## config.mk

```make
export PLATFORM = sky130hd
export DESIGN_NAME = mfb_flag_bank
export DESIGN_NICKNAME = d
export VERILOG_FILES = /design/src/pkg/mfb_pkg.sv /design/src/core/mfb_limit_check.sv /design/src/core/mfb_flag_bank.sv
export SDC_FILE = /design/constraint.sdc
export NUM_CORES = 1
export LEC_CHECK = 0
export BUFFER_PORTS_ARGS = -buffer_cell sky130_fd_sc_hd__buf_4
export CAP_MARGIN = 30
export CORE_MARGIN = 8
export CORE_UTILIZATION = 45
export CTS_CLUSTER_SIZE = 24
export DETAILED_ROUTE_END_ITERATION = 7
export GPL_TIMING_DRIVEN = 1
export PLACE_DENSITY = 0.68
export SYNTH_ARGS = -nofsm -noshare
export SYNTH_HDL_FRONTEND = slang
export SYNTH_HIERARCHICAL = 1
export SYNTH_SLANG_ARGS = --single-unit
```

## constraint.sdc

```tcl
create_clock -name clk_sys_i -period 4.7 [get_ports clk_sys_i]
set_clock_uncertainty 0.2 [all_clocks]
set_input_delay 0.235 -clock clk_sys_i [delete_from_list [all_inputs] [get_ports clk_sys_i]]
set_output_delay 0.235 -clock clk_sys_i [all_outputs]
set_load 0.01 [all_outputs]
```

## src/pkg/mfb_pkg.sv

```systemverilog
/*
  Shared constants and carrier types of the monitor flag bank: byte
  offsets, reset values, flag field positions, threshold and condition
  bundles, and the bank's own state record.
  Assumes the serial management engine that reads the bank, and the
  monitor front end that samples temperature and supply, sit outside.
*/
// What this block does
// - Every flag except byte 6 bit 0 reads zero after reset and while no condition occurred.
// - A defined condition sets its flag bit to one.
// - A set flag stays latched until a read of its byte clears it.
// - The module reset pin clears every latched flag.
// - Flag field sits at byte addresses 3 through 21.
// - Byte 3 low nibble: receive signal loss; high nibble unsupported, zero.
// - Byte 4 low nibble laser faults; high nibble equalizer faults if supported.
// - Byte 5: transmit lock loss high nibble, receive lock loss low nibble.
// - Byte 6 bits 7 to 4: temperature alarms and warnings; 3 to 1 reserved.
// - Byte 6 bit 0 sets after reset completes, clears when read.
// - Byte 7 bits 7 to 4: supply alarms and warnings; rest reserved.
// - Bytes 9 and 10: receive power flags, one nibble per channel.
// - Bytes 11 and 12: transmit bias flags, same nibble layout.
// - Bytes 13 and 14: transmit power flags, same nibble layout.
// - Bytes 15 to 18 reserved, bytes 19 to 21 vendor specific.
// - Measurements are 16 bits, high byte at the lower address.
// - Temperature high byte at 22, low byte at 23.
// - Supply voltage high byte at 26, low byte at 27.
// - Thresholds and measurements share one 16-bit encoding, compared directly.
// - Data-not-ready stays high from power-up until monitor data valid.
// - Flag and monitor bytes are read-only over the serial interface.
package mfb_pkg;

  // ----------------------------------------------------------------
  // Address map
  // ----------------------------------------------------------------
  localparam int unsigned ADDR_W          = 7;
  localparam int unsigned NUM_FLAG_BYTES  = 19;
  localparam logic [6:0]  OFF_FLAG_FIRST  = 7'h03;
  localparam logic [6:0]  OFF_FLAG_LAST   = 7'h15;
  localparam logic [6:0]  OFF_SIGNAL_LOSS = 7'h03;
  localparam logic [6:0]  OFF_TX_FAULT    = 7'h04;
  localparam logic [6:0]  OFF_LOCK_LOSS   = 7'h05;
  localparam logic [6:0]  OFF_TEMP_FLAGS  = 7'h06;
  localparam logic [6:0]  OFF_VCC_FLAGS   = 7'h07;
  localparam logic [6:0]  OFF_RX_POW_CH12 = 7'h09;
  localparam logic [6:0]  OFF_RX_POW_CH34 = 7'h0a;
  localparam logic [6:0]  OFF_BIAS_CH12   = 7'h0b;
  localparam logic [6:0]  OFF_BIAS_CH34   = 7'h0c;
  localparam logic [6:0]  OFF_TX_POW_CH12 = 7'h0d;
  localparam logic [6:0]  OFF_TX_POW_CH34 = 7'h0e;
  localparam logic [6:0]  OFF_TEMP_HIGH   = 7'h16;
  localparam logic [6:0]  OFF_TEMP_LOW    = 7'h17;
  localparam logic [6:0]  OFF_VCC_HIGH    = 7'h1a;
  localparam logic [6:0]  OFF_VCC_LOW     = 7'h1b;

  // ----------------------------------------------------------------
  // Field positions and reset values
  // ----------------------------------------------------------------
  localparam int unsigned INIT_DONE_BIT   = 0;
  localparam logic [7:0]  FLAG_RESET      = 8'h00;
  localparam logic [7:0]  UNMAPPED_DATA   = 8'h00;
  localparam logic [15:0] MON_RESET       = 16'h0000;
  localparam logic        NOT_READY_RESET = 1'b1;

  // ----------------------------------------------------------------
  // Carrier types
  // ----------------------------------------------------------------
  typedef struct packed {
    logic [15:0] high_alarm;
    logic [15:0] low_alarm;
    logic [15:0] high_warn;
    logic [15:0] low_warn;
  } mfb_thresh_t;

  // Per channel nibble: high alarm, low alarm, high warn, low warn
  typedef struct packed {
    logic [3:0][3:0] rx_power;
    logic [3:0][3:0] tx_bias;
    logic [3:0][3:0] tx_power;
  } mfb_chan_cond_t;

  typedef struct packed {
    logic [3:0] signal_absent;
    logic [3:0] laser_fault;
    logic [3:0] equalizer_fault;
    logic [3:0] tx_lock_lost;
    logic [3:0] rx_lock_lost;
  } mfb_chan_status_t;

  typedef enum logic [1:0] {
    MFB_HOLD_NONE,
    MFB_HOLD_TEMP,
    MFB_HOLD_VCC
  } mfb_hold_t;

  typedef struct packed {
    logic [NUM_FLAG_BYTES-1:0][7:0] flags;
    logic                           init_pending;
    logic                           data_not_ready;
    logic [15:0]                    temp;
    logic [15:0]                    vcc;
    mfb_hold_t                      hold_sel;
    logic [7:0]                     hold_lsb;
    logic [7:0]                     rd_data;
    logic                           rd_valid;
  } mfb_state_t;

endpackage : mfb_pkg

```

## src/core/mfb_limit_check.sv

```systemverilog
/*
  Threshold comparator for one 16-bit monitor value: raises high and
  low alarm and warning conditions.
  Assumes thresholds arrive in the same encoding as the measurement.
*/
module mfb_limit_check #(
  parameter bit SIGNED_VALUE = 1'b0
) (
  input  wire logic                [15:0] value_i,
  input  wire mfb_pkg::mfb_thresh_t       thr_i,
  input  wire logic                       enable_i,
  output logic                     [3:0]  cond_o
);

  // ----------------------------------------------------------------
  // Comparison
  // ----------------------------------------------------------------

  // Temperature is two's complement, supply is plain binary
  function automatic logic above(input logic [15:0] a,
                                 input logic [15:0] b);
    if (SIGNED_VALUE) begin
      return $signed(a) > $signed(b);
    end
    return a > b;
  endfunction : above

  always_comb begin
    cond_o = 4'h0;
    if (enable_i) begin
      cond_o[3] = above(value_i, thr_i.high_alarm);
      cond_o[2] = above(thr_i.low_alarm, value_i);
      cond_o[1] = above(value_i, thr_i.high_warn);
      cond_o[0] = above(thr_i.low_warn, value_i);
    end
  end

endmodule : mfb_limit_check

```

## src/core/mfb_flag_bank.sv

```systemverilog
/*
  Lower-page monitor flag bank: latched channel and module flags,
  initialization flag, and the 16-bit temperature and supply monitors,
  served byte by byte to the serial management engine.
  Assumes all inputs are synchronous to clk_sys_i; the serial engine
  issues one read request per byte and takes the answer a cycle later.
*/
module mfb_flag_bank #(
  parameter bit EQ_FAULT_SUPPORTED = 1'b0
) (
  input  wire logic                          clk_sys_i,
  input  wire logic                          reset_i,
  input  wire logic                          module_reset_n_pin_i,
  input  wire mfb_pkg::mfb_chan_status_t     status_i,
  input  wire mfb_pkg::mfb_chan_cond_t       chan_cond_i,
  input  wire logic                   [15:0] temp_value_i,
  input  wire logic                   [15:0] vcc_value_i,
  input  wire logic                          monitor_valid_i,
  input  wire mfb_pkg::mfb_thresh_t          temp_thr_i,
  input  wire mfb_pkg::mfb_thresh_t          vcc_thr_i,
  input  wire logic                          rd_req_i,
  input  wire logic                   [6:0]  rd_addr_i,
  output logic                        [7:0]  rd_data_o,
  output logic                               rd_valid_o,
  output logic                               data_not_ready_o
);

  // ----------------------------------------------------------------
  // Flag byte indices
  // ----------------------------------------------------------------
  localparam int unsigned FIRST    = 32'(mfb_pkg::OFF_FLAG_FIRST);
  localparam int unsigned IDX_SIG  = 32'(mfb_pkg::OFF_SIGNAL_LOSS) - FIRST;
  localparam int unsigned IDX_FLT  = 32'(mfb_pkg::OFF_TX_FAULT) - FIRST;
  localparam int unsigned IDX_LOCK = 32'(mfb_pkg::OFF_LOCK_LOSS) - FIRST;
  localparam int unsigned IDX_TEMP = 32'(mfb_pkg::OFF_TEMP_FLAGS) - FIRST;
  localparam int unsigned IDX_VCC  = 32'(mfb_pkg::OFF_VCC_FLAGS) - FIRST;
  localparam int unsigned IDX_RXP  = 32'(mfb_pkg::OFF_RX_POW_CH12) - FIRST;
  localparam int unsigned IDX_BIAS = 32'(mfb_pkg::OFF_BIAS_CH12) - FIRST;
  localparam int unsigned IDX_TXP  = 32'(mfb_pkg::OFF_TX_POW_CH12) - FIRST;
  localparam int unsigned NUM      = mfb_pkg::NUM_FLAG_BYTES;
  localparam int unsigned INIT_BIT = mfb_pkg::INIT_DONE_BIT;

  mfb_pkg::mfb_state_t           q;
  mfb_pkg::mfb_state_t           d;
  logic [NUM-1:0][7:0]           cond;
  logic [NUM-1:0][7:0]           clr;
  logic [3:0]                    temp_lim;
  logic [3:0]                    vcc_lim;

  // ----------------------------------------------------------------
  // Reset image
  // ----------------------------------------------------------------

  function automatic mfb_pkg::mfb_state_t reset_state();
    mfb_pkg::mfb_state_t s;
    s                = '0;
    for (int i = 0; i < NUM; i++) begin
      s.flags[i] = mfb_pkg::FLAG_RESET;
    end
    s.init_pending   = 1'b1;
    s.data_not_ready = mfb_pkg::NOT_READY_RESET;
    s.temp           = mfb_pkg::MON_RESET;
    s.vcc            = mfb_pkg::MON_RESET;
    s.hold_sel       = mfb_pkg::MFB_HOLD_NONE;
    s.rd_data        = mfb_pkg::UNMAPPED_DATA;
    return s;
  endfunction : reset_state

  // ----------------------------------------------------------------
  // Module limit checks
  // ----------------------------------------------------------------

  // No comparison before the first valid sample, avoids false alarms
  mfb_limit_check #(
    .SIGNED_VALUE (1'b1)
  ) u_temp_check (
    .value_i  (q.temp),
    .thr_i    (temp_thr_i),
    .enable_i (!q.data_not_ready),
    .cond_o   (temp_lim)
  );

  mfb_limit_check #(
    .SIGNED_VALUE (1'b0)
  ) u_vcc_check (
    .value_i  (q.vcc),
    .thr_i    (vcc_thr_i),
    .enable_i (!q.data_not_ready),
    .cond_o   (vcc_lim)
  );

  // ----------------------------------------------------------------
  // Condition image of the flag field
  // ----------------------------------------------------------------

  always_comb begin
    cond = '0;
    cond[IDX_SIG][3:0]  = status_i.signal_absent;
    cond[IDX_FLT][3:0]  = status_i.laser_fault;
    cond[IDX_FLT][7:4]  = EQ_FAULT_SUPPORTED ?
                          status_i.equalizer_fault : 4'h0;
    cond[IDX_LOCK]      = {status_i.tx_lock_lost, status_i.rx_lock_lost};
    cond[IDX_TEMP][7:4] = temp_lim;
    cond[IDX_TEMP][INIT_BIT] = q.init_pending;
    cond[IDX_VCC][7:4]  = vcc_lim;
    // two channels per byte, lower channel high
    for (int p = 0; p < 2; p++) begin
      cond[IDX_RXP + p]  = {chan_cond_i.rx_power[2*p],
                            chan_cond_i.rx_power[2*p+1]};
      cond[IDX_BIAS + p] = {chan_cond_i.tx_bias[2*p],
                            chan_cond_i.tx_bias[2*p+1]};
      cond[IDX_TXP + p]  = {chan_cond_i.tx_power[2*p],
                            chan_cond_i.tx_power[2*p+1]};
    end
    // reserved and vendor bytes keep no conditions
  end

  // ----------------------------------------------------------------
  // Next state
  // ----------------------------------------------------------------
  always_comb begin
    d              = q;
    clr            = '0;
    d.init_pending = 1'b0;
    d.rd_valid     = rd_req_i;

    // Monitor sample capture
    if (monitor_valid_i) begin
      d.temp           = temp_value_i;
      d.vcc            = vcc_value_i;
      d.data_not_ready = 1'b0;
    end

    if (rd_req_i) begin
      d.hold_sel = mfb_pkg::MFB_HOLD_NONE;
      unique case (rd_addr_i)
        mfb_pkg::OFF_TEMP_HIGH: begin
          d.rd_data  = q.temp[15:8];
          d.hold_sel = mfb_pkg::MFB_HOLD_TEMP;
          d.hold_lsb = q.temp[7:0];
        end
        mfb_pkg::OFF_TEMP_LOW: begin
          d.rd_data = (q.hold_sel == mfb_pkg::MFB_HOLD_TEMP) ?
                      q.hold_lsb : q.temp[7:0];
        end
        mfb_pkg::OFF_VCC_HIGH: begin
          d.rd_data  = q.vcc[15:8];
          d.hold_sel = mfb_pkg::MFB_HOLD_VCC;
          d.hold_lsb = q.vcc[7:0];
        end
        mfb_pkg::OFF_VCC_LOW: begin
          d.rd_data = (q.hold_sel == mfb_pkg::MFB_HOLD_VCC) ?
                      q.hold_lsb : q.vcc[7:0];
        end
        default: begin
          d.rd_data = mfb_pkg::UNMAPPED_DATA;
        end
      endcase
      for (int i = 0; i < NUM; i++) begin
        if (rd_addr_i == mfb_pkg::OFF_FLAG_FIRST + 7'(i)) begin
          d.rd_data = q.flags[i];
          clr[i]    = 8'hff;
        end
      end
    end

    // set wins over clear, a lasting condition re-latches
    for (int i = 0; i < NUM; i++) begin
      d.flags[i] = (q.flags[i] & ~clr[i]) | cond[i];
    end

    if (!module_reset_n_pin_i) begin
      d = reset_state();
    end
  end

  // ----------------------------------------------------------------
  // State register
  // ----------------------------------------------------------------
  always_ff @(posedge clk_sys_i) begin
    if (reset_i) begin
      q <= reset_state();
    end else begin
      q <= d;
    end
  end

  // Outputs straight from the state register
  assign rd_data_o        = q.rd_data;
  assign rd_valid_o       = q.rd_valid;
  assign data_not_ready_o = q.data_not_ready;
endmodule : mfb_flag_bank

```

Yosys cells after proc, flatten, opt, wreduce, memory -nomap -nowiden
Index checks and enable logic that the tools add are counted.
Word-level totals
  bits in registers: 205
  input port bits: 240
  output and inout port bits: 10
  logic and storage cells: 170
Cells by class
  magnitude comparators: 12
  equal/unequal tests: 25
  mux-type cells: 53
  bitwise logic cells: 50
  reduce and logical (&&, ||, !) cells: 3
Operators by type and width (number)
  two-way mux 8 bit: 40
  greater-than comparator 16 bit: 12
  bitwise AND 8 bit: 19
  two-way mux 152 bit: 1
  NOT 8 bit: 19
  OR 8 bit: 9
  equality test 7 x 5 -> 1 bit, second input constant: 10
  equality test 7 x 4 -> 1 bit, second input constant: 8
  two-way mux 53 bit: 1
  two-way mux 33 bit: 1
  one-hot mux 8 bit (4 select lines): 1
  equality test 7 x 3 -> 1 bit, second input constant: 4
  one-hot mux 10 bit (2 select lines): 1
  two-way mux 18 bit: 1
  OR 8 x 4 -> 8 bit: 2
  two-way mux 4 bit: 2
  equality test 7 x 2 -> 1 bit, second input constant: 1
  two-way mux 1 bit: 5
  equality test 2 x 1 -> 1 bit, second input constant: 1
  equality test 2 bit, second input constant: 1
  AND reduction 2 bit: 1
  nonzero test 2 bit: 1
  OR reduction 2 bit: 1
  NOT 1 bit: 1

Logic depth before layout (Yosys ltp)
  depth in word-level cells: 24
  gate-level depth with buffers: 9
  mapped depth without buffers: 9

Modules after synthesis
Netlist, hierarchy kept.
By module, submodules not included
  mfb_flag_bank: instances 1, cells each 983, area each 8735.9 um^2, seq. area each 4103.9 um^2
  mfb_limit_check (u_temp_check): instances 1, cells each 225, area each 1655.3 um^2, seq. area each 0.0 um^2
  mfb_limit_check (u_vcc_check): instances 1, cells each 206, area each 1551.5 um^2, seq. area each 0.0 um^2

Worst setup path after synthesis
Ideal clock, no wire load.
  path type: register -> register
  from: register q[50] in the netlist's numbering
  to: register q[83] in the netlist's numbering
  setup time: 0.128 ns
  arrival: 2.015 ns
  path slack: 2.358 ns
  cell stages (with the launch flop): 10
  period minus slack after synthesis: 2.342 ns
  cell sequence: dfxtp_1 > inv_1 > ha_1 > and4_4 > and2_1 > a22o_1 > nor4_2 > mux2_2 > a21oi_1 > nor2_1
RTL lines
  start, declared: RTL line mfb_flag_bank.sv:43  | mfb_pkg::mfb_state_t q;
  start signal, assigned: RTL line mfb_flag_bank.sv:182  | q <= reset_state();

Worst setup path after layout
  from: input reset_i
  to: register q[96] in the netlist's numbering
On the way
  cells in the longest elaborated chain, start to end: 1
Ends and longest elaborated chain
  start, declared: RTL line mfb_flag_bank.sv:12  | input wire logic reset_i,
  OR reduction 2 bit (no source line)
No other way between the ends.
A chain may end at the register's enable or synchronous reset.

==> results.toml <==
[yosys]
yosysMostFrequentCell = "dfxtp_1"
ys_types = 78
yosysSeqAreaShare_pct = 34.4
synth_top_area_cell = "dfxtp_1"
ys.flop_type = "dfxtp_1"
ys_seq_elements = 205
synth_edf_count = 0
syn_avg_cell_area_um2 = 8.45
synth_top_area_share_pct = 34.4
netlist_instances = 1414
yosys-top-cells-area = "dfxtp_1 (34%), ha_1 (13%), a21oi_1 (6.5%)"
synthesis.area_mm2 = 0.0119
synth_commonest_cells = "dfxtp_1 (205), a21oi_1 (155), nor2_1 (154), ha_1 (128), inv_1 (115)"
async_reset_ff_share_pct = 0
synth.yosys.warnings = 6
syn-num-nets = 1782

[sta]
rsz0062_at_grt = "no"
fmax_ghz = 0.325
final.setup.tns_ps = 0
finalHoldViolCount = 0
fin_crit_sh_pct = 65.5
relSlewSlack_pct = 34.8
setup_viol = 0
final_max_slew_viol_count = 0
hold_slack_ps = 69.3
worst_slew_pin_slew_ps = 974
period_needed_ps = 3080
final.setup.worst_slack_ps = 1620

[pwr]
clkPwrFrac_pct = 41.5
powerDensity_mw_per_mm2 = 276
vdd_drop_max_v = 0.000235
p_comb_share_pct = 16.2
total_power_mw = 4.31
swShare_pct = 26.3
p_leak_nw = 7.12
p_int_mw = 3.18
p_switching_mw = 1.14
power_frac_seq_pct = 42.2

[floorplan]
die_w_um = 179
row_count = 59
die_h_um = 179
io_pins = 250
start_util_pct = 45.8
die_area_mm2 = 0.0320
core_area_mm2 = 0.0261

[setup_path]
critPathMostFrequentCell = "buf_4"
cp_cell_sequence = "dlygate4sd3_1 > buf_4 > nor2b_1 > buf_4 > clkinv_2 > a31oi_1 > and2_1"
startpoint_type = "input pin"
worstPathBufferInverterCount = 4
worstSetupEndpointType = "flop"
worstPathRequired_ps = 4950
crit_family = "buffers and inverters"
arrival_ps = 3330
slowest_stage = "a31oi_1"
critPathKind = "input pin to flop"
max_stage_delay_ps = 910
r2r_start = "q[50]"
reg2reg_depth = 9
r2r-end = "q[83]"
ff2ff_setup_slack_ps = 1970
cp_max_fo = 66

[final_layout]
area_delta_synth_final_pct = 30.9
final_util_pct = 60.0
ff_latch_area_mm2 = 0.00410
fillers = 2255
final_nets = 2083
layout-drive-gt1-share_pct = 18.5
fin_cells = 2069
multi_input_area_mm2 = 0.00704
final_area_mm2 = 0.0156

[routing]
initialDrtViolationCount = 1004
totalWireLength_um = 41400
num_vias = 11800
first_pass_iters = 7
avgViaCountPerCell = 5.72
wire_per_inst_um = 20.0
drc = 0
antenna_left = 0

[placed_design]
dpl.hpwl_um = 29900
dp.cells = 1927
place_ws_ps = 1650
place.gp.congestion = 0.877
port_buffers = 245
placed_cell_area_mm2 = 0.0139

[clocking]
cts_buffer_depth = 3
cts_resized = 0
cts_setup_buffers = 0
path_clk_slew_ps = 60
cts_made_buffers = 23
cts_tree = "yes"
htreeDepth = 1
clock_sinks = 205
cts-hold-fix-buffers = 97
clock_latency_ps = 530
root_buffer = "clkbuf_16"

[global_route]
grt_use_total_pct = 25.0
first_global_vias = 11800
grt_overflow = 0
grt_pass1_wl_um = 63900
antenna_found_initial = 2
grt_max_degree = 67

[hold_path]
hold_path_class = "input pin to flop"
holdCritStartpoint = "module_reset_n_pin_i"
min_to = "rd_data_o[5]"
min_path_cells = 4

[flow_run]
maxCapViolations = 0

[outcome]
status = "finished clean"
[cells by family (layout without fill, tap and decap cells)]
kind of cell               Yosys count  count (layout)  synth area share, %
AOI/OAI and AO/OA                  374             374                 19.8
adders and majority gates          128             128                 13.4
buffers and inverters              191             509                 6.75
DFF                                205             205                 34.4
muxes                               79              79                 6.74
other                                0               2                    0
and+or+nand+nor                    437             437                 19.0
[flip-flops by register name, summed over array words and instances (netlist names)]
| name | flops |
|---|---|
| q | 194 |
| rd_data_o | 8 |
| cond | 1 |
| data_not_ready_o | 1 |
| rd_valid_o | 1 |
[cell type report]
| cell class | count | share of cell area, % |
|---|---|---|
| timing repair buffer | 351 | 18.4 |
| clock inverter | 8 | 0.584 |
| antenna | 2 | 0.0320 |
| sequential | 205 | 26.2 |
| clock buffer | 34 | 4.26 |
| inverter | 116 | 2.79 |
| multi-input combinational | 1018 | 45.0 |
| tap | 335 | 2.68 |
[worst max-delay path by stage]
| stage | from | endpoint | slack, ps | depth (start not counted) |
|---|---|---|---|---|
| after global routing | reset_i | q[181] | 1370 | 7 |
| after floorplan | q[50] | q[83] | 2360 | 9 |
| after global placement | rd_addr_i[1] | q[10] | 1690 | 6 |
| after CTS | reset_i | q[194] | 1650 | 7 |
| final | reset_i | q[96] | 1620 | 7 |
| after detailed placement | rd_addr_i[1] | q[9] | 1650 | 6 |
[tightest hold or removal path, cell delays in order]
cell      delay, ps
buf_4           110
nor4bb_1        160
o21ai_0         170
nand3_1          70
[per-layer routing]
layer | vias up | global-route usage [%] | share of wire (%)
met5 | - | 0 | 0
met4 | 0 | 8.23 | 2.8
met3 | 81 | 3.35 | 7.4
met2 | 515 | 41.1 | 46
met1 | 5555 | 33.3 | 44
li1 | 5690 | - | -
[power groups by stage]
stage          sequential, mW  clock [mW]  combinational, mW
2_1_floorplan            1.84           0              0.357
3_3_place_gp             1.86           0              0.605
3_5_place_dp             1.86           0              0.622
4_1_cts                  1.82        1.81              0.689
5_1_grt                  1.82        1.89              0.767
6_report                 1.82        1.79              0.701
[cell usage in the layout, fill, tap and decap left out, drive strengths merged, types with 32 or more instances in the layout]
cell,netlist,routed
mux2i,68,68
clkbuf,31,34
a21oi,155,155
ha,128,128
nand2,59,59
nor2,155,155
nand4,32,32
and2,64,64
o21ai,59,59
dlygate4sd3,0,97
inv,115,116
dfxtp,205,205
buf,44,254
Note: power is estimated with default switching activity, not from simulation.
